===== src/design/spc_pkg.sv =====
// Purpose: Shared constants and carriers for the switch port configuration bank
// Assumes: Dword-aligned configuration offsets, 32-bit data
// Notes:   Offsets are byte addresses within configuration space
package spc_pkg;

    // Register offsets
    localparam logic [7:0] OFF_LINK_STAT2   = 8'h98;
    localparam logic [7:0] OFF_SLOT_CAP2    = 8'h9c;
    localparam logic [7:0] OFF_SLOT_CTL2    = 8'ha0;
    localparam logic [7:0] OFF_SUBSYS_HDR   = 8'ha4;
    localparam logic [7:0] OFF_SUBSYS_CODE  = 8'ha8;
    localparam logic [7:0] OFF_MSIX_CTRL    = 8'hb0;
    localparam logic [7:0] OFF_MSIX_TABLE   = 8'hb4;
    localparam logic [7:0] OFF_MSIX_PEND    = 8'hb8;
    localparam logic [7:0] OFF_VENDOR_HDR   = 8'hc8;
    localparam logic [7:0] OFF_WIN0         = 8'he0;
    localparam logic [7:0] OFF_WIN1         = 8'he4;
    localparam logic [7:0] OFF_WIN2         = 8'he8;
    localparam logic [7:0] OFF_WIN3         = 8'hec;

    // Link status upper half bit positions
    localparam int LS_DEEMPH   = 16;
    localparam int LS_EQ_DONE  = 17;
    localparam int LS_EQ_PH1   = 18;
    localparam int LS_EQ_REQ   = 21;
    localparam int LS_PRES_LO  = 28;
    localparam int LS_DRS      = 31;
    localparam logic       DEEMPH_RESET = 1'b1;

    // Presence codes
    localparam logic [2:0] PRES_DOWN_UNKNOWN = 3'h0;
    localparam logic [2:0] PRES_DOWN_ABSENT  = 3'h1;
    localparam logic [2:0] PRES_DOWN_PRESENT = 3'h2;
    localparam logic [2:0] PRES_UP_PRESENT   = 3'h4;
    localparam logic [2:0] PRES_UP_DRS       = 3'h5;

    // Capability constants
    localparam logic [7:0]  SUBSYS_CAP_ID    = 8'h0d;
    localparam logic [7:0]  SUBSYS_NEXT      = 8'hb0;
    localparam logic [7:0]  MSIX_CAP_ID      = 8'h11;
    localparam logic [7:0]  MSIX_NEXT        = 8'hc8;
    localparam logic [10:0] MSIX_TABLE_SIZE  = 11'h005;
    localparam int          MSIX_VECTORS     = 6;
    localparam int          MSIX_FMASK_BIT   = 30;
    localparam int          MSIX_EN_BIT      = 31;
    localparam logic [2:0]  MSIX_WIN_IND     = 3'h0;
    localparam logic [28:0] MSIX_TABLE_OFS   = 29'h0000_fe00;
    localparam logic [28:0] MSIX_PEND_OFS    = 29'h0000_fe10;
    localparam logic [7:0]  VENDOR_CAP_ID    = 8'h09;
    localparam logic [7:0]  VENDOR_NEXT      = 8'h00;
    localparam logic [15:0] VENDOR_LEN       = 16'h0038;

    // Window setup fields
    localparam logic [1:0]  WTYPE_32         = 2'h0;
    localparam logic [1:0]  WTYPE_64         = 2'h2;
    localparam logic [3:0]  FABRIC_MAX       = 4'h5;
    localparam logic [3:0]  PARTITION_MAX    = 4'hb;
    // Writable bits of each setup word when the window pair is 32-bit, then reset values of each word
    localparam logic [31:0] WIN0_WMASK       = 32'hfff8_0006 | 32'h0000_0008;
    localparam logic [31:0] WIN2_WMASK       = 32'hfff0_01fe;
    localparam logic [31:0] WIN_ODD_WMASK    = 32'hfff0_01e8;
    localparam logic [31:0] WIN0_RESET       = 32'hfff8_0000;
    localparam logic [31:0] WIN1_RESET       = 32'h0000_0000;
    localparam logic [31:0] WIN2_RESET       = 32'hfff0_0000;
    localparam logic [31:0] WIN3_RESET       = 32'h0000_0000;

    typedef struct packed {
        logic        valid;
        logic        write;
        logic [7:0]  addr;
        logic [3:0]  be;
        logic [31:0] wdata;
    } spc_cfg_req_s;

    typedef struct packed {
        logic        ack;
        logic [31:0] rdata;
    } spc_cfg_rsp_s;

    typedef struct packed {
        logic       deemph_35;
        logic       eq_done;
        logic [2:0] eq_phase_ok;
        logic       eq_req_pulse;
        logic [2:0] presence;
        logic       drs_msg_pulse;
    } spc_link_evt_s;

    typedef struct packed {
        logic                    enable;
        logic                    func_mask;
        logic                    msix_allowed;
        logic                    intx_allowed;
        logic [MSIX_VECTORS-1:0] vector_masked;
    } spc_msix_s;

    typedef struct packed {
        logic [3:0]  enable;
        logic [1:0]  pair64;
        logic [3:0]  prefetch;
        logic        trans_direct;
        logic [3:0]  fabric_number;
        logic [3:0]  partition_number;
        logic [63:0] mask01;
        logic [63:0] mask23;
        logic [31:0] mask1;
        logic [31:0] mask3;
    } spc_win_s;

endpackage


===== src/design/spc_cfg_regs.sv =====
// Purpose: Configuration register bank for one switch port
// Assumes: Requests come from logic on core_clk_in; answer one cycle later
// Notes:   Window setup outputs feed the address decode and translation logic
`timescale 1ns/1ps
`default_nettype none

module spc_cfg_regs #(
    parameter logic [15:0] SUBSYS_VENDOR_CODE = 16'h1111, // Arbitrary value
    parameter logic [15:0] SUBSYS_DEVICE_CODE = 16'h2222  // Arbitrary value
) (
    // Clock and reset
    input  wire logic                    core_clk_in,
    input  wire logic                    srst_in,
    // Configuration access
    input  wire spc_pkg::spc_cfg_req_s   cfg_req_in,
    output var  spc_pkg::spc_cfg_rsp_s   cfg_rsp_out,
    // Link status events
    input  wire spc_pkg::spc_link_evt_s  link_evt_in,
    // Interrupt steering
    input  wire logic                    msi_enable_in,
    input  wire logic [5:0]              vector_mask_in,
    output var  spc_pkg::spc_msix_s      msix_out,
    // Window setup
    output var  spc_pkg::spc_win_s       win_out
);
    import spc_pkg::*;

    typedef struct packed {
        logic          deemph;
        logic          eq_done;
        logic [2:0]    eq_phase_ok;
        logic          eq_req;
        logic [2:0]    presence;
        logic          drs_rx;
        logic          msix_en;
        logic          msix_fmask;
        logic [31:0]   win0;
        logic [31:0]   win1;
        logic [31:0]   win2;
        logic [31:0]   win3;
        spc_cfg_rsp_s  rsp;
        spc_msix_s     msix;
        spc_win_s      win;
    } spc_state_s;

    spc_state_s state_reg;
    spc_state_s state_next;

    logic [31:0] wmask;
    logic [31:0] merged;
    logic [31:0] win1_view;
    logic [31:0] win3_view;
    logic [31:0] rdata;
    logic        wr_hit;
    logic        rd_hit;
    logic        is64_01;
    logic        is64_23;

    always_comb begin
        for (int i = 0; i < 4; i++) begin
            wmask[i*8 +: 8] = {8{cfg_req_in.be[i]}};
        end
    end

    assign wr_hit  = cfg_req_in.valid && cfg_req_in.write;
    assign rd_hit  = cfg_req_in.valid && !cfg_req_in.write;
    assign is64_01 = (state_reg.win0[2:1] == WTYPE_64);
    assign is64_23 = (state_reg.win2[2:1] == WTYPE_64);

    // Odd words show only their 32-bit fields unless paired
    assign win1_view = is64_01 ? state_reg.win1 : (state_reg.win1 & WIN_ODD_WMASK);
    assign win3_view = is64_23 ? state_reg.win3 : (state_reg.win3 & WIN_ODD_WMASK);

    // Read mux
    always_comb begin
        rdata = 32'h0;
        if (cfg_req_in.addr == OFF_LINK_STAT2) begin
            rdata[LS_DEEMPH]                 = state_reg.deemph;
            rdata[LS_EQ_DONE]                = state_reg.eq_done;
            rdata[LS_EQ_PH1 +: 3]            = state_reg.eq_phase_ok;
            rdata[LS_EQ_REQ]                 = state_reg.eq_req;
            rdata[LS_PRES_LO +: 3]           = state_reg.presence;
            rdata[LS_DRS]                    = state_reg.drs_rx;
        end else if (cfg_req_in.addr == OFF_SUBSYS_HDR) begin
            rdata = {16'h0, SUBSYS_NEXT, SUBSYS_CAP_ID};
        end else if (cfg_req_in.addr == OFF_SUBSYS_CODE) begin
            rdata = {SUBSYS_DEVICE_CODE, SUBSYS_VENDOR_CODE};
        end else if (cfg_req_in.addr == OFF_MSIX_CTRL) begin
            rdata = {state_reg.msix_en, state_reg.msix_fmask, 3'h0, MSIX_TABLE_SIZE,
                     MSIX_NEXT, MSIX_CAP_ID};
        end else if (cfg_req_in.addr == OFF_MSIX_TABLE) begin
            rdata = {MSIX_TABLE_OFS, MSIX_WIN_IND};
        end else if (cfg_req_in.addr == OFF_MSIX_PEND) begin
            rdata = {MSIX_PEND_OFS, MSIX_WIN_IND};
        end else if (cfg_req_in.addr == OFF_VENDOR_HDR) begin
            rdata = {VENDOR_LEN, VENDOR_NEXT, VENDOR_CAP_ID};
        end else if (cfg_req_in.addr == OFF_WIN0) begin
            rdata = state_reg.win0;
        end else if (cfg_req_in.addr == OFF_WIN1) begin
            rdata = win1_view;
        end else if (cfg_req_in.addr == OFF_WIN2) begin
            rdata = state_reg.win2;
        end else if (cfg_req_in.addr == OFF_WIN3) begin
            rdata = win3_view;
        end
    end

    // Byte-lane merge of write data onto the addressed word
    always_comb begin
        merged = 32'h0;
        if (cfg_req_in.addr == OFF_WIN0) begin
            merged = (state_reg.win0 & ~wmask) | (cfg_req_in.wdata & wmask);
        end else if (cfg_req_in.addr == OFF_WIN1) begin
            merged = (state_reg.win1 & ~wmask) | (cfg_req_in.wdata & wmask);
        end else if (cfg_req_in.addr == OFF_WIN2) begin
            merged = (state_reg.win2 & ~wmask) | (cfg_req_in.wdata & wmask);
        end else if (cfg_req_in.addr == OFF_WIN3) begin
            merged = (state_reg.win3 & ~wmask) | (cfg_req_in.wdata & wmask);
        end else if (cfg_req_in.addr == OFF_MSIX_CTRL) begin
            merged = cfg_req_in.wdata & wmask;
        end
    end

    always_comb begin
        state_next = state_reg;

        // Link status mirrors
        state_next.deemph      = link_evt_in.deemph_35;
        state_next.eq_done     = link_evt_in.eq_done;
        state_next.eq_phase_ok = link_evt_in.eq_phase_ok;
        if (link_evt_in.presence != 3'h3 && link_evt_in.presence[2:1] != 2'h3) begin
            state_next.presence = link_evt_in.presence;
        end

        // Write-one-to-clear flags; a same-cycle event wins
        if (wr_hit && cfg_req_in.addr == OFF_LINK_STAT2) begin
            if (cfg_req_in.be[2] && cfg_req_in.wdata[LS_EQ_REQ]) begin
                state_next.eq_req = 1'b0;
            end
            if (cfg_req_in.be[3] && cfg_req_in.wdata[LS_DRS]) begin
                state_next.drs_rx = 1'b0;
            end
        end
        if (link_evt_in.eq_req_pulse) begin
            state_next.eq_req = 1'b1;
        end
        if (link_evt_in.drs_msg_pulse) begin
            state_next.drs_rx = 1'b1;
        end

        if (wr_hit) begin
            if (cfg_req_in.addr == OFF_MSIX_CTRL && cfg_req_in.be[3]) begin
                state_next.msix_fmask = merged[MSIX_FMASK_BIT];
                state_next.msix_en    = merged[MSIX_EN_BIT];
            end else if (cfg_req_in.addr == OFF_WIN0) begin
                // Illegal type codes leave the type unchanged
                if (merged[2:1] == WTYPE_32 || merged[2:1] == WTYPE_64) begin
                    state_next.win0 = merged & WIN0_WMASK;
                end else begin
                    state_next.win0 = {merged[31:3], state_reg.win0[2:1], 1'b0} & WIN0_WMASK;
                end
                // Leaving 64-bit mode must not expose an illegal fabric number
                if (state_next.win0[2:1] == WTYPE_32 && state_reg.win1[8:5] > FABRIC_MAX) begin
                    state_next.win1[8:5] = 4'h0;
                end
            end else if (cfg_req_in.addr == OFF_WIN1) begin
                if (is64_01) begin
                    state_next.win1 = merged;
                end else if (merged[8:5] <= FABRIC_MAX) begin
                    state_next.win1 = merged & WIN_ODD_WMASK;
                end else begin
                    state_next.win1 = {merged[31:9], state_reg.win1[8:5], merged[4:0]} & WIN_ODD_WMASK;
                end
            end else if (cfg_req_in.addr == OFF_WIN2) begin
                state_next.win2 = merged & WIN2_WMASK;
                if (!(merged[2:1] == WTYPE_32 || merged[2:1] == WTYPE_64)) begin
                    state_next.win2[2:1] = state_reg.win2[2:1];
                end
                if (merged[8:5] > PARTITION_MAX) begin
                    state_next.win2[8:5] = state_reg.win2[8:5];
                end
            end else if (cfg_req_in.addr == OFF_WIN3) begin
                if (is64_23) begin
                    state_next.win3 = merged;
                end else begin
                    state_next.win3 = merged & WIN_ODD_WMASK;
                end
            end
        end

        // Access answer; unmapped reads return zero, writes are dropped
        state_next.rsp.ack   = cfg_req_in.valid;
        state_next.rsp.rdata = rd_hit ? rdata : 32'h0;

        // Interrupt steering
        state_next.msix.enable        = state_reg.msix_en;
        state_next.msix.func_mask     = state_reg.msix_fmask;
        state_next.msix.msix_allowed  = state_reg.msix_en && !msi_enable_in;
        state_next.msix.intx_allowed  = !(state_reg.msix_en && !msi_enable_in);
        state_next.msix.vector_masked = vector_mask_in | {MSIX_VECTORS{state_reg.msix_fmask}};

        // Window decode
        state_next.win.pair64           = {is64_23, is64_01};
        state_next.win.trans_direct     = state_reg.win2[4];
        state_next.win.fabric_number    = state_reg.win1[8:5];
        state_next.win.partition_number = state_reg.win2[8:5];
        if (is64_01) begin
            state_next.win.enable[1:0]   = {2{state_reg.win1[31]}};
            state_next.win.prefetch[1:0] = {2{state_reg.win0[3]}};
            state_next.win.mask01 = state_reg.win1[31] ?
                {state_reg.win1, state_reg.win0[31:19], 19'h0} : 64'h0;
            state_next.win.mask1  = 32'h0;
        end else begin
            state_next.win.enable[1:0]   = {state_reg.win1[31], state_reg.win0[31]};
            state_next.win.prefetch[1:0] = {state_reg.win1[3], state_reg.win0[3]};
            state_next.win.mask01 = state_reg.win0[31] ?
                {33'h0, state_reg.win0[30:19], 19'h0} : 64'h0;
            state_next.win.mask1  = state_reg.win1[31] ? {1'b0, state_reg.win1[30:20], 20'h0} : 32'h0;
        end
        if (is64_23) begin
            state_next.win.enable[3:2]   = {2{state_reg.win3[31]}};
            state_next.win.prefetch[3:2] = {2{state_reg.win2[3]}};
            state_next.win.mask23 = state_reg.win3[31] ?
                {state_reg.win3, state_reg.win2[31:20], 20'h0} : 64'h0;
            state_next.win.mask3  = 32'h0;
        end else begin
            state_next.win.enable[3:2]   = {state_reg.win3[31], state_reg.win2[31]};
            state_next.win.prefetch[3:2] = {state_reg.win3[3], state_reg.win2[3]};
            state_next.win.mask23 = state_reg.win2[31] ?
                {33'h0, state_reg.win2[30:20], 20'h0} : 64'h0;
            state_next.win.mask3  = state_reg.win3[31] ? {1'b0, state_reg.win3[30:20], 20'h0} : 32'h0;
        end
    end

    always_ff @(posedge core_clk_in) begin
        if (srst_in) begin
            state_reg             <= '0;
            state_reg.deemph      <= DEEMPH_RESET;
            state_reg.presence    <= PRES_DOWN_UNKNOWN;
            state_reg.win0        <= WIN0_RESET;
            state_reg.win1        <= WIN1_RESET;
            state_reg.win2        <= WIN2_RESET;
            state_reg.win3        <= WIN3_RESET;
            state_reg.msix.intx_allowed <= 1'b1;
        end else begin
            state_reg <= state_next;
        end
    end

    assign cfg_rsp_out = state_reg.rsp;
    assign msix_out    = state_reg.msix;
    assign win_out     = state_reg.win;
endmodule

`default_nettype wire


===== config.mk =====
export PLATFORM = sky130hd
export DESIGN_NAME = spc_cfg_regs
export DESIGN_NICKNAME = d
export VERILOG_FILES = /design/src/design/spc_pkg.sv /design/src/design/spc_cfg_regs.sv
export SDC_FILE = /design/constraint.sdc
export NUM_CORES = 1
export LEC_CHECK = 0
export ABC_AREA = 1
export BUFFER_PORTS_ARGS = -buffer_cell sky130_fd_sc_hd__buf_2
export CAP_MARGIN = 20
export CELL_PAD_IN_SITES_DETAIL_PLACEMENT = 0
export CELL_PAD_IN_SITES_GLOBAL_PLACEMENT = 1
export CORE_MARGIN = 8
export CORE_UTILIZATION = 35
export DETAILED_ROUTE_END_ITERATION = 10
export GPL_TIMING_DRIVEN = 0
export PLACE_DENSITY_LB_ADDON = 0.1
export SLEW_MARGIN = 0
export SYNTH_ARGS = -nofsm -noshare
export SYNTH_HDL_FRONTEND = slang
export SYNTH_SLANG_ARGS = --single-unit

===== constraint.sdc =====
create_clock -name core_clk_in -period 1.7 [get_ports core_clk_in]
set_input_delay 0.34 -clock core_clk_in [delete_from_list [all_inputs] [get_ports core_clk_in]]
set_output_delay 0.34 -clock core_clk_in [all_outputs]
set_load 0.03 [all_outputs]

### After elaboration in Yosys (flattened, before gate mapping)

Index checks and enable logic that the tools add are counted.

* $lt $le $gt $ge: 3
* equality and inequality tests: 17
* mux-type cells: 45
* bitwise gates (word level): 19
* reduce and logical (&&, ||, !) cells: 41

Operators with widths (count)
* $mux 32: 18
* $mux 64: 4
* $and 32x32->32: 5
* $or 32x32->32: 4
* $eq 8x8->1 const B: 11
* $mux 20: 4
* $mux 31: 2
* $not 32->32: 1
* $mux 9: 2
* $reduce_and 6->1: 3
* $mux 4: 3
* $reduce_and 5->1: 2
* $reduce_bool 2->1: 5
* $logic_and 1x1->1: 9
* $reduce_or 3->1: 3
* $reduce_or 9->1: 1
* $mux 1: 8
* $not 1->1: 8
* $reduce_or 7->1: 1
* $eq 2x2->1 const B: 3
* $mux 6: 1
* $or 6x6->6: 1
* $reduce_and 2->1: 3
* $reduce_or 2->1: 3
* 16 further kinds: 20

* register bits: 382
* input port bits: 65
* output and inout bits: 254
* word-level logic and storage cells: 164

### Logic depth before layout (Yosys ltp)

Gate-level depths: netlist of the first run.

* depth after elaboration: 17
* depth in mapped cells: 14
* depth with buffers taken out: 14

### Worst setup path after synthesis of the first run

No wires, ideal clock.

* kind: input-to-reg
* start: in cfg_req_in[36] in the netlist's numbering
* end: reg state_reg[341] in the netlist's numbering
* setup time: 0.109 ns
* arrival time: 1.723 ns
* required time: 1.591 ns
* slack: -0.132 ns
* stages on the path: 13
* path buffers: 1
* path through: inv_1 > nand2_2 > nor2_4 > nand2_8 > inv_4 > buf_6 > nor2_2 > nand2_1 > nand2_1 > a211oi_2 > nand2_1 > nand2_1 > inv_1

* word-level cells in the longest chain between the ends: 6
* elaborated cells between the ends (all ways): 14
* classes of those cells: eq/ne: 5; mux: 5; bitwise: 2; reduce/logical: 2

Ends and longest elaborated chain
* start, declared: RTL line spc_cfg_regs.sv:15 `input wire spc_pkg::spc_cfg_req_s cfg_req_in,`
* $eq 8x8->1: RTL line spc_cfg_regs.sv:119, spc_cfg_regs.sv:152
* $mux 32: RTL line spc_cfg_regs.sv:119 `end else if (cfg_req_in.addr == OFF_MSIX_CTRL) begin`
* $mux 32: RTL line spc_cfg_regs.sv:117 `end else if (cfg_req_in.addr == OFF_WIN3) begin`
* $mux 32: RTL line spc_cfg_regs.sv:115 `end else if (cfg_req_in.addr == OFF_WIN2) begin`
* $mux 32: RTL line spc_cfg_regs.sv:113 `end else if (cfg_req_in.addr == OFF_WIN1) begin`
* $mux 32: RTL line spc_cfg_regs.sv:111 `if (cfg_req_in.addr == OFF_WIN0) begin`
* end signal, assigned: RTL line spc_cfg_regs.sv:246 `state_reg <= state_next;`
* end, declared: RTL line spc_cfg_regs.sv:46 `spc_state_s state_reg;`

Several ways; a longest one is shown, not always the timed one.
A chain may end at the register's enable or synchronous reset.

### Worst setup path in the final report of the first run

* start: in cfg_req_in[40] in the netlist's numbering
* end: reg state_reg[277] in the netlist's numbering

The elaborated chain is that of the path after synthesis.

==> results of run 1 <==
[path summary, 6_finish.rpt]
kind                                startpoint              end  slack [ns]
worst min register to register  state_reg[313]      win_out[91]        0.45
worst max register to register  state_reg[287]  cfg_rsp_out[19]        0.07
worst min-delay path            link_evt_in[9]   state_reg[393]        0.01
worst max-delay path            cfg_req_in[40]   state_reg[277]        0.01
[power by group through the flow]
stage          logic (mW)  clock network (mW)  registers [mW]
2_1_floorplan       0.802                   0            6.90
3_3_place_gp         1.09                   0            6.90
3_5_place_dp         1.09                   0            6.90
4_1_cts              1.11                7.73            6.75
5_1_grt              1.24                8.00            6.75
6_report             1.16                7.60            6.75
[kinds of logic (layout without fill, tap and decap cells)]
| logic type | Yosys count | count (layout) | share of synthesized area |
|---|---|---|---|
| buf+inv | 538 | 891 | 0.235 |
| simple gates | 535 | 535 | 0.184 |
| compound gates | 318 | 318 | 0.141 |
| flops | 285 | 285 | 0.440 |
| other cells | 1 | 83 | 0.000289 |
[area by class of cell]
type	instances	area, um^2
diodes	2	5.00
flip-flops and latches	285	5710
plain buffers	310	2280
well taps	468	586
multi-input cells	934	4950
clock buffers	45	973
fillers	3742	19200
clock inverters	15	189
inverters	227	922
repair buffers	294	1680
[layer usage]
| layer | track usage | wire, um | vias up |
|---|---|---|---|
| li1 | - | - | 5780 |
| met1 | 0.265 | 20300 | 5477 |
| met2 | 0.349 | 22600 | 441 |
| met3 | 0.0511 | 3700 | 94 |
| met4 | 0.0800 | 1700 | 2 |
| met5 | 0 | 10 | - |
[Yosys cell counts (3+ instances only)]
| master | count |
|---|---|
| a221oi_1 | 3 |
| nor2_4 | 12 |
| o21ai_0 | 95 |
| o21ai_1 | 23 |
| buf_6 | 5 |
| a31oi_1 | 8 |
| clkbuf_1 | 32 |
| nor3_1 | 6 |
| nand2_1 | 240 |
| nor2_1 | 205 |
| nand3_1 | 32 |
| inv_2 | 7 |
| inv_1 | 215 |
| o2111ai_1 | 7 |
| nand3_2 | 4 |
| o221ai_1 | 7 |
| nand4_1 | 7 |
| o21ai_2 | 4 |
| a21oi_2 | 4 |
| nand2_8 | 3 |
| a211oi_1 | 3 |
| nand2_4 | 4 |
| o22ai_1 | 15 |
| dfxtp_1 | 285 |
| buf_4 | 257 |
| buf_2 | 14 |
| nand2_2 | 8 |
| o211ai_1 | 6 |
| nor2_2 | 5 |
| a21oi_1 | 124 |
[per-stage QoR]
stage               TNS [ns]  hold slack (ns)  instance area (um^2)  utilization
floorplan             -0.148            0.419                 13400            -
CTS                  -0.0163         0.000352                 16700        0.458
detailed placement   -187.05            0.443                 15100        0.415
global route          -0.422           0.0133                 17300        0.474
global placement     -185.74            0.440                 15100        0.415
finish                     0           0.0116                 17300        0.474
[placed cells by master, fill, tap and decap left out, drive strengths merged, types with 2 or more instances in the layout]
master	netlist	final
a32o	2	2
o211ai	7	7
a221oi	3	3
dfxtp	285	285
diode	0	2
o31ai	2	2
o221ai	7	7
o22ai	15	15
o2111ai	7	7
a211oi	5	5
o21ai	122	122
nor3	8	8
a22oi	2	2
o32ai	2	2
a31oi	8	8
clkinvlp	0	6
a21oi	129	129
nand4	9	9
nor2	224	224
clkinv	3	9
clkbuf	33	77
bufinv	0	4
nand2	255	255
nand3b	2	2
conb	1	81
buf	278	571
inv	224	223
nand3	36	36
o21a	3	3
[repair_timing]
action                                  CTS  global route
buffers inserted                         24            33
endpoints found under the setup margin  245           152
endpoints found under the hold margin     1             0
hold buffers                              1             0
gates resized for setup                  82            78
pin swaps                                 8            26
==> results.toml, run 1 <==
[outcome]
status = "complete, no violations"

[setup_path]
critPathMaxFanout = 10
path_class = "in -> reg"
r2r_cells = 7
crit_path_end_kind = "flip-flop"
cp_slowest_cell = "a211oi_4"
cpMostUsedCell = "nand2_1"
cpLargestDelayFamily = "simple AND/OR/NAND/NOR gates"
startpoint_type = "primary input"
required_ns = 2.12
critPathArrivalTime_ns = 2.10
path_depth = 15
path_cells = "buf_4 > inv_16 > nand2_8 > nor2_8 > buf_4 > nand2_8 > inv_8 > buf_12 > nor2_2 > nand2_1 > nand2_1 > a211oi_4 > nand2_1 > nand2_1 > inv_1"
path_buf_inv = 6
crit_path_max_incr_delay_ns = 0.31

[clock_tree]
clk_pin_slew_worst_paths_ns = 0.06
cts_tree = "yes"
cts.sinks = 285
clk_path_buf_depth = 3
htree_levels = 2
clock_latency_ns = 0.52
clk_root_buffer_cell = "clkbuf_16"
cts_buffers = 34

[timing]
slew_headroom = 0.476
grt_setup_unrepaired = "yes"
fin_skew_ns = 0.0105
timing.final.crit_period_ns = 1.69
tightest_slew_ns = 0.786
fin_crit_sh = 0.992
hold_viol = 0
setup_ws_ns = 0.0131
slew_viol_final = 0
clock.fmax_ghz = 0.593
setup_viol = 0

[synthesis]
synth-seq-cells = 285
yosysTopAreaCellShare = 0.440
synthCells = 1677
syn-cell-area_um2 = 13000
synth.yosys.seq_area_share = 0.440
yosysWarnings = 0
synth_top_cell_by_area = "dfxtp_1"
synth_area_leaders = "dfxtp_1 (44%), buf_4 (15%), nand2_1 (6.9%)"
async_flop_share = 0
synth_cell_type_count = 57
synth_enable_flop_cells = 0
synth_top_flop_cell = "dfxtp_1"
syn_area_per_cell_um2 = 7.74

[worst_hold_path]
hold_depth = 2
hold_class = "in -> reg"

[pwr]
clkPwrFrac = 0.490
p_sw_frac = 0.242
ir_drop_v = 0.000699
p_int_mw = 11.8
pwr_density_cell_nw_per_um2 = 897
p_leak_nw = 8.69
switching_power_mw = 3.76
combPwrFrac = 0.075
pwr-share-seq = 0.435
finalPower_mw = 15.5

[cells_and_area]
drive_gt1_frac = 0.376
largest_reg_flops = 130
stdcell_count = 2580
syn2layout_area_growth_pct = 33.3
nets = 2151

[die]
initial_core_util = 0.355
die_w_um = 209
die_area_um2 = 43500
design.portCount = 319
die_h_um = 209
rows = 70
coreArea_um2 = 36500

[placed_design]
port-buffer-count = 236
place_hpwl_mm = 36.8
dp.cells = 2461
pre_cts_ws_ns = -1.55
place.gp.congestion = 0.903

[route]
via_per_inst = 4.57
drtIter0Drc = 740
wirelength_mm = 48.3
drcViolationCount = 0
firstDrtPassIters = 5
ant_nets = 0
route.vias.total = 11800
wl_per_cell_um = 18.7

[run]
maxCapViolations = 0

[global_routing]
grt_pass1_wl_mm = 70.4
grt_max_degree = 14
grt_use_total = 0.212
first_global_vias = 11400
grt_overflow_total = 0
antenna_found_initial = 4
No activity file was read; power rests on OpenSTA's default activity.
==> run 2, diff against run 1 <==
--- a/config.mk
+++ b/config.mk
@@ -14,7 +14,7 @@
 export CORE_UTILIZATION = 35
 export DETAILED_ROUTE_END_ITERATION = 10
 export GPL_TIMING_DRIVEN = 0
-export PLACE_DENSITY_LB_ADDON = 0.1
+export PLACE_DENSITY_LB_ADDON = 0.12
 export SLEW_MARGIN = 0
 export SYNTH_ARGS = -nofsm -noshare
 export SYNTH_HDL_FRONTEND = slang
==> constraint.sdc (replaced) <==
create_clock -name core_clk_in -period 1.5 [get_ports core_clk_in]
set_input_delay 0 -clock core_clk_in [delete_from_list [all_inputs] [get_ports core_clk_in]]
set_output_delay 0 -clock core_clk_in [all_outputs]
set_load 0.03 [all_outputs]
==> results.toml, run 2 (synthesized netlist as in run 1, its figures left out) <==
[outcome]
status = "finished, violations left"
violations = "negative setup slack"

[clock_tree]
clk_path_buf_depth = 3
cts.sinks = 285
clock_latency_ns = 0.57
htree_levels = 1
cts_buffers = 31
clk_pin_slew_worst_paths_ns = 0.07
clk_root_buffer_cell = "clkbuf_16"
cts_tree = "yes"

[setup_path]
path_cells = "inv_2 > o21ai_2 > nand3_2 > inv_1 > nor2_2 > nand3_2 > nand2_2 > nand2_2 > o21ai_4 > nand3_4 > nand2_1 > nand2_1"
required_ns = 1.95
startpoint_type = "flip-flop"
crit_path_max_incr_delay_ns = 0.35
path_class = "reg -> reg"
cp_slowest_cell = "dfxtp_4"
critPathMaxFanout = 5
crit_path_end_kind = "flip-flop"
critPathArrivalTime_ns = 2.08

[timing]
setup_viol = 12
slew_headroom = 0.403
hold_viol = 0
setup_ws_ns = -0.134
grt_setup_unrepaired = "yes"
clock.fmax_ghz = 0.612
timing.final.crit_period_ns = 1.63
tightest_slew_ns = 0.895
slew_viol_final = 0
fin_crit_sh = 1.09
fin_skew_ns = 0.0170

[die]
coreArea_um2 = 36500
initial_core_util = 0.355
die_h_um = 209
rows = 70
design.portCount = 319
die_area_um2 = 43500
die_w_um = 209

[route]
drtIter0Drc = 805
wl_per_cell_um = 18.5
wirelength_mm = 48.3
drcViolationCount = 0
ant_nets = 0
firstDrtPassIters = 5
via_per_inst = 4.58
route.vias.total = 11900

[cells_and_area]
drive_gt1_frac = 0.357
final_common_cell = "buf_4"
syn2layout_area_growth_pct = 35.2
stdcell_area_um2 = 17500
nets = 2183
num_antenna_cells = 0
mostFrequentLayoutCells = "buf_4 (296), dfxtp_1 (280), buf_2 (247), nand2_1 (225), inv_1 (200)"
largest_reg_flops = 130

[pwr]
p_int_mw = 13.2
pwr_density_cell_nw_per_um2 = 985
p_sw_frac = 0.237
clkPwrFrac = 0.477
switching_power_mw = 4.10
ir_drop_v = 0.000646
combPwrFrac = 0.081
finalPower_mw = 17.3
pwr-share-seq = 0.442
p_leak_nw = 8.79

[global_routing]
grt_max_degree = 15
antenna_found_initial = 0
grt_pass1_wl_mm = 72.0
grt_use_total = 0.213
first_global_vias = 11700
grt_overflow_total = 0

[worst_hold_path]
hold_class = "in -> reg"

[placed_design]
port-buffer-count = 236
place.gp.congestion = 0.929
place_hpwl_mm = 36.7
place_area_um2 = 15000

[run]
maxCapViolations = 0
run 2: path summary, 6_finish.rpt:
path	depth (start not counted)	start	to	slack, ns
setup reg to reg	12	state_reg[287]	state_next[199]	-0.13
hold / removal	6	cfg_req_in[16]	state_reg[270]	0.02
hold reg to reg	2	state_reg[385]	state_reg[385]	0.45
setup / recovery	12	state_reg[287]	state_next[199]	-0.13
run 2: power groups by stage:
stage	clock network (mW)	registers [mW]	logic (mW)
2_1_floorplan	0	7.82	0.894
3_3_place_gp	0	7.82	1.21
3_5_place_dp	0	7.82	1.22
4_1_cts	8.39	7.65	1.34
5_1_grt	8.67	7.65	1.48
6_report	8.25	7.65	1.39
run 2: per-stage QoR:
step | setup WS, ns | TNS [ns] | hold slack (ns) | utilization | std cells
6_report | -0.134 | -0.671 | 0.0209 | 0.480 | 2608
5_1_grt | -0.206 | -1.52 | 0.00929 | 0.480 | 2608
4_1_cts | -0.113 | -0.633 | 0.000789 | 0.468 | 2585
3_5_place_dp | -1.25 | -176.58 | 0.188 | 0.412 | 2461
3_3_place_gp | -1.23 | -174.40 | 0.180 | 0.412 | 2461
2_1_floorplan | 0.00826 | 0 | 0.0883 | - | 1757
run 2: cell type report:
type | instances | area, um^2
plain buffers | 311 | 2280
well taps | 468 | 586
multi-input cells | 934 | 4900
flip-flops and latches | 285 | 5720
inverters | 227 | 895
repair buffers | 328 | 2060
fillers | 3710 | 19000
clock buffers | 40 | 860
clock inverters | 15 | 243
run 2: what timing repair did:
| action | in CTS | in global routing |
|---|---|---|
| gates resized for setup | 92 | 79 |
| pin swaps | 18 | 30 |
| buffers inserted | 20 | 23 |
| endpoints found under the hold margin | 97 | 0 |
| endpoints found under the setup margin | 206 | 166 |
| hold buffers | 49 | 0 |
run 2: worst max-delay path, delay by kind of cell, from the launching register on:
kind / cells / cell delay (ns)
AOI/OAI and AO/OA: 2 / 0.29
buffers and inverters: 2 / 0.11
DFF: 1 / 0.35
and+or+nand+nor: 8 / 0.76
run 2: routing by layer:
| metal | up-vias | routed length, um | global-route usage |
|---|---|---|---|
| met3 | 81 | 3880 | 0.0430 |
| li1 | 5839 | - | - |
| met5 | - | 0 | 0 |
| met4 | 0 | 1210 | 0.0615 |
| met1 | 5505 | 20800 | 0.273 |
| met2 | 510 | 22500 | 0.358 |
==> run 3, diff against run 2 <==
==> constraint.sdc (replaced) <==
create_clock -name core_clk_in -period 1.4 [get_ports core_clk_in]
set_input_delay 0 -clock core_clk_in [delete_from_list [all_inputs] [get_ports core_clk_in]]
set_output_delay 0 -clock core_clk_in [all_outputs]
set_load 0.03 [all_outputs]
==> results.toml, run 3 (synthesized netlist as in run 1, its figures left out) <==
[route]
met3_length_mm = 3.57
wl_per_cell_um = 18.8
ant_nets = 0
drcViolationCount = 0
wirelength_mm = 49.9
via_per_inst = 4.61
drtIter0Drc = 728
firstDrtPassIters = 5
top_layer_used = "met5"
wl_met1_mm = 21.8
route.vias.total = 12200
wl_met2_mm = 23.0

[setup_path]
crit_path_end_kind = "flip-flop"
cp_slowest_cell = "dfxtp_1"
cpMostUsedCell = "nand2_2"
critPathMaxFanout = 5
critPathArrivalTime_ns = 2.07
startpoint_type = "flip-flop"
crit_path_max_incr_delay_ns = 0.32
required_ns = 1.79
reg2reg_slack_ns = -0.28
path_class = "reg -> reg"
path_cells = "nand3_1 > nand2_1 > nor2_2 > nand2_2 > a21oi_2 > nand2_1 > a21oi_4 > nand3_4 > nand2_2 > nand2_2"

[placed_design]
place.gp.congestion = 0.894
place_hpwl_mm = 36.9
port-buffer-count = 236

[timing]
fin_crit_sh = 1.20
setup_ws_ns = -0.281
setup_viol = 93
slew_viol_final = 0
clock.fmax_ghz = 0.595
fin_skew_ns = 0.0282
timing.final.crit_period_ns = 1.68
tightest_slew_ns = 0.911
whs_ns = -0.00949
hold_viol = 1
slew_headroom = 0.393
grt_setup_unrepaired = "yes"

[cells_and_area]
final_common_cell = "buf_4"
mostFrequentLayoutCells = "buf_4 (322), dfxtp_1 (280), buf_2 (242), nand2_1 (212), inv_1 (194)"
num_antenna_cells = 0
largest_reg_flops = 130
final_util = 0.507
drive_gt1_frac = 0.403
syn2layout_area_growth_pct = 42.8
fill_cells = 3690
nets = 2226

[clock_tree]
htree_levels = 2
clk_path_buf_depth = 3
cts_tree = "yes"
hold_buffers = 43
clk_root_buffer_cell = "clkbuf_16"
cts_buffers = 34
clock_latency_ns = 0.52
clk_pin_slew_worst_paths_ns = 0.06
cts.sinks = 285

[global_routing]
first_global_vias = 11800
antenna_found_initial = 1
grt_overflow_total = 0
grt_pass1_wl_mm = 73.0
grt_max_degree = 15
grt_use_total = 0.217

[die]
design.portCount = 319
die_h_um = 209
initial_core_util = 0.355
die_w_um = 209
coreArea_um2 = 36500
die_area_um2 = 43500
rows = 70

[outcome]
violations = "negative hold slack, negative setup slack"
status = "finished, violations left"

[pwr]
ir_drop_v = 0.000810
p_leak_nw = 9.20
pwr_density_cell_nw_per_um2 = 1020

[run]
maxCapViolations = 0

[worst_hold_path]
hold_class = "in -> reg"
==> run 3: changes by cell type in the layout (fill, tap and decap cells not counted), moves of 11 or more <==
cell / before / now
a21oi_1: 121 / 101
a21oi_2: 6 / 26
buf_4: 296 / 322
buf_6: 8 / 19
clkbuf_16: 32 / 43
nand2_1: 225 / 212
nor2_1: 191 / 176
==> run 3: final timing paths <==
check             depth (start not counted)            from         endpoint
setup / recovery                         10  state_reg[262]  state_next[199]
hold / removal                            6  cfg_req_in[44]  cfg_rsp_out[14]
setup reg to reg                         10  state_reg[262]  state_next[199]
hold reg to reg                           2  state_reg[262]     win_out[104]
==> run 3: critical path, delay by kind of cell, from the launching register on <==
kind	cells	cell delay, ns
AO/OA/AOI/OAI	2	0.46
flip-flops	1	0.32
AND/OR/NAND/NOR	8	0.79
==> run 3: cell type report <==
| cell class | count | area (um^2) | share of cell area |
|---|---|---|---|
| clock inverters | 16 | 206 | 0.0111 |
| inverters | 227 | 916 | 0.0494 |
| repair buffers | 371 | 2540 | 0.137 |
| flip-flops and latches | 285 | 5720 | 0.309 |
| multi-input cells | 934 | 5250 | 0.283 |
| clock buffers | 43 | 936 | 0.0505 |
| well taps | 468 | 586 | 0.0316 |
| plain buffers | 308 | 2380 | 0.129 |
==> run 3: stage by stage <==
step	std cells	power, mW	setup TNS [ns]	setup slack (ns)	area (um^2)
after floorplan	1757	9.33	-0.205	-0.0512	13300
after global routing	2652	19.5	-12.72	-0.374	18500
after detailed placement	2461	9.69	-183.12	-1.33	15100
after global placement	2461	9.69	-182.11	-1.35	15100
after CTS	2607	18.9	-3.70	-0.204	17600
final	2652	18.9	-7.05	-0.281	18500
==> run 3: power breakdown <==
part,internal [mW],switching [mW]
clock network,5.51,3.61
registers,8.18,0.0223
logic,0.562,0.983
==> run 3: repair_timing <==
| item | CTS | global route |
|---|---|---|
| buffers inserted | 41 | 43 |
| gates resized for setup | 159 | 151 |
| cloned | 4 | 4 |
| pin swaps | 32 | 46 |
| endpoints found under the setup margin | 250 | 215 |
| hold endpoints to repair | 75 | 1 |
==> run 3: metal layers <==
layer / global-route usage / vias up
met5: 0 / -
met4: 0.0697 / 2
met3: 0.0510 / 94
met2: 0.354 / 472
met1: 0.280 / 5733
li1: - / 5923
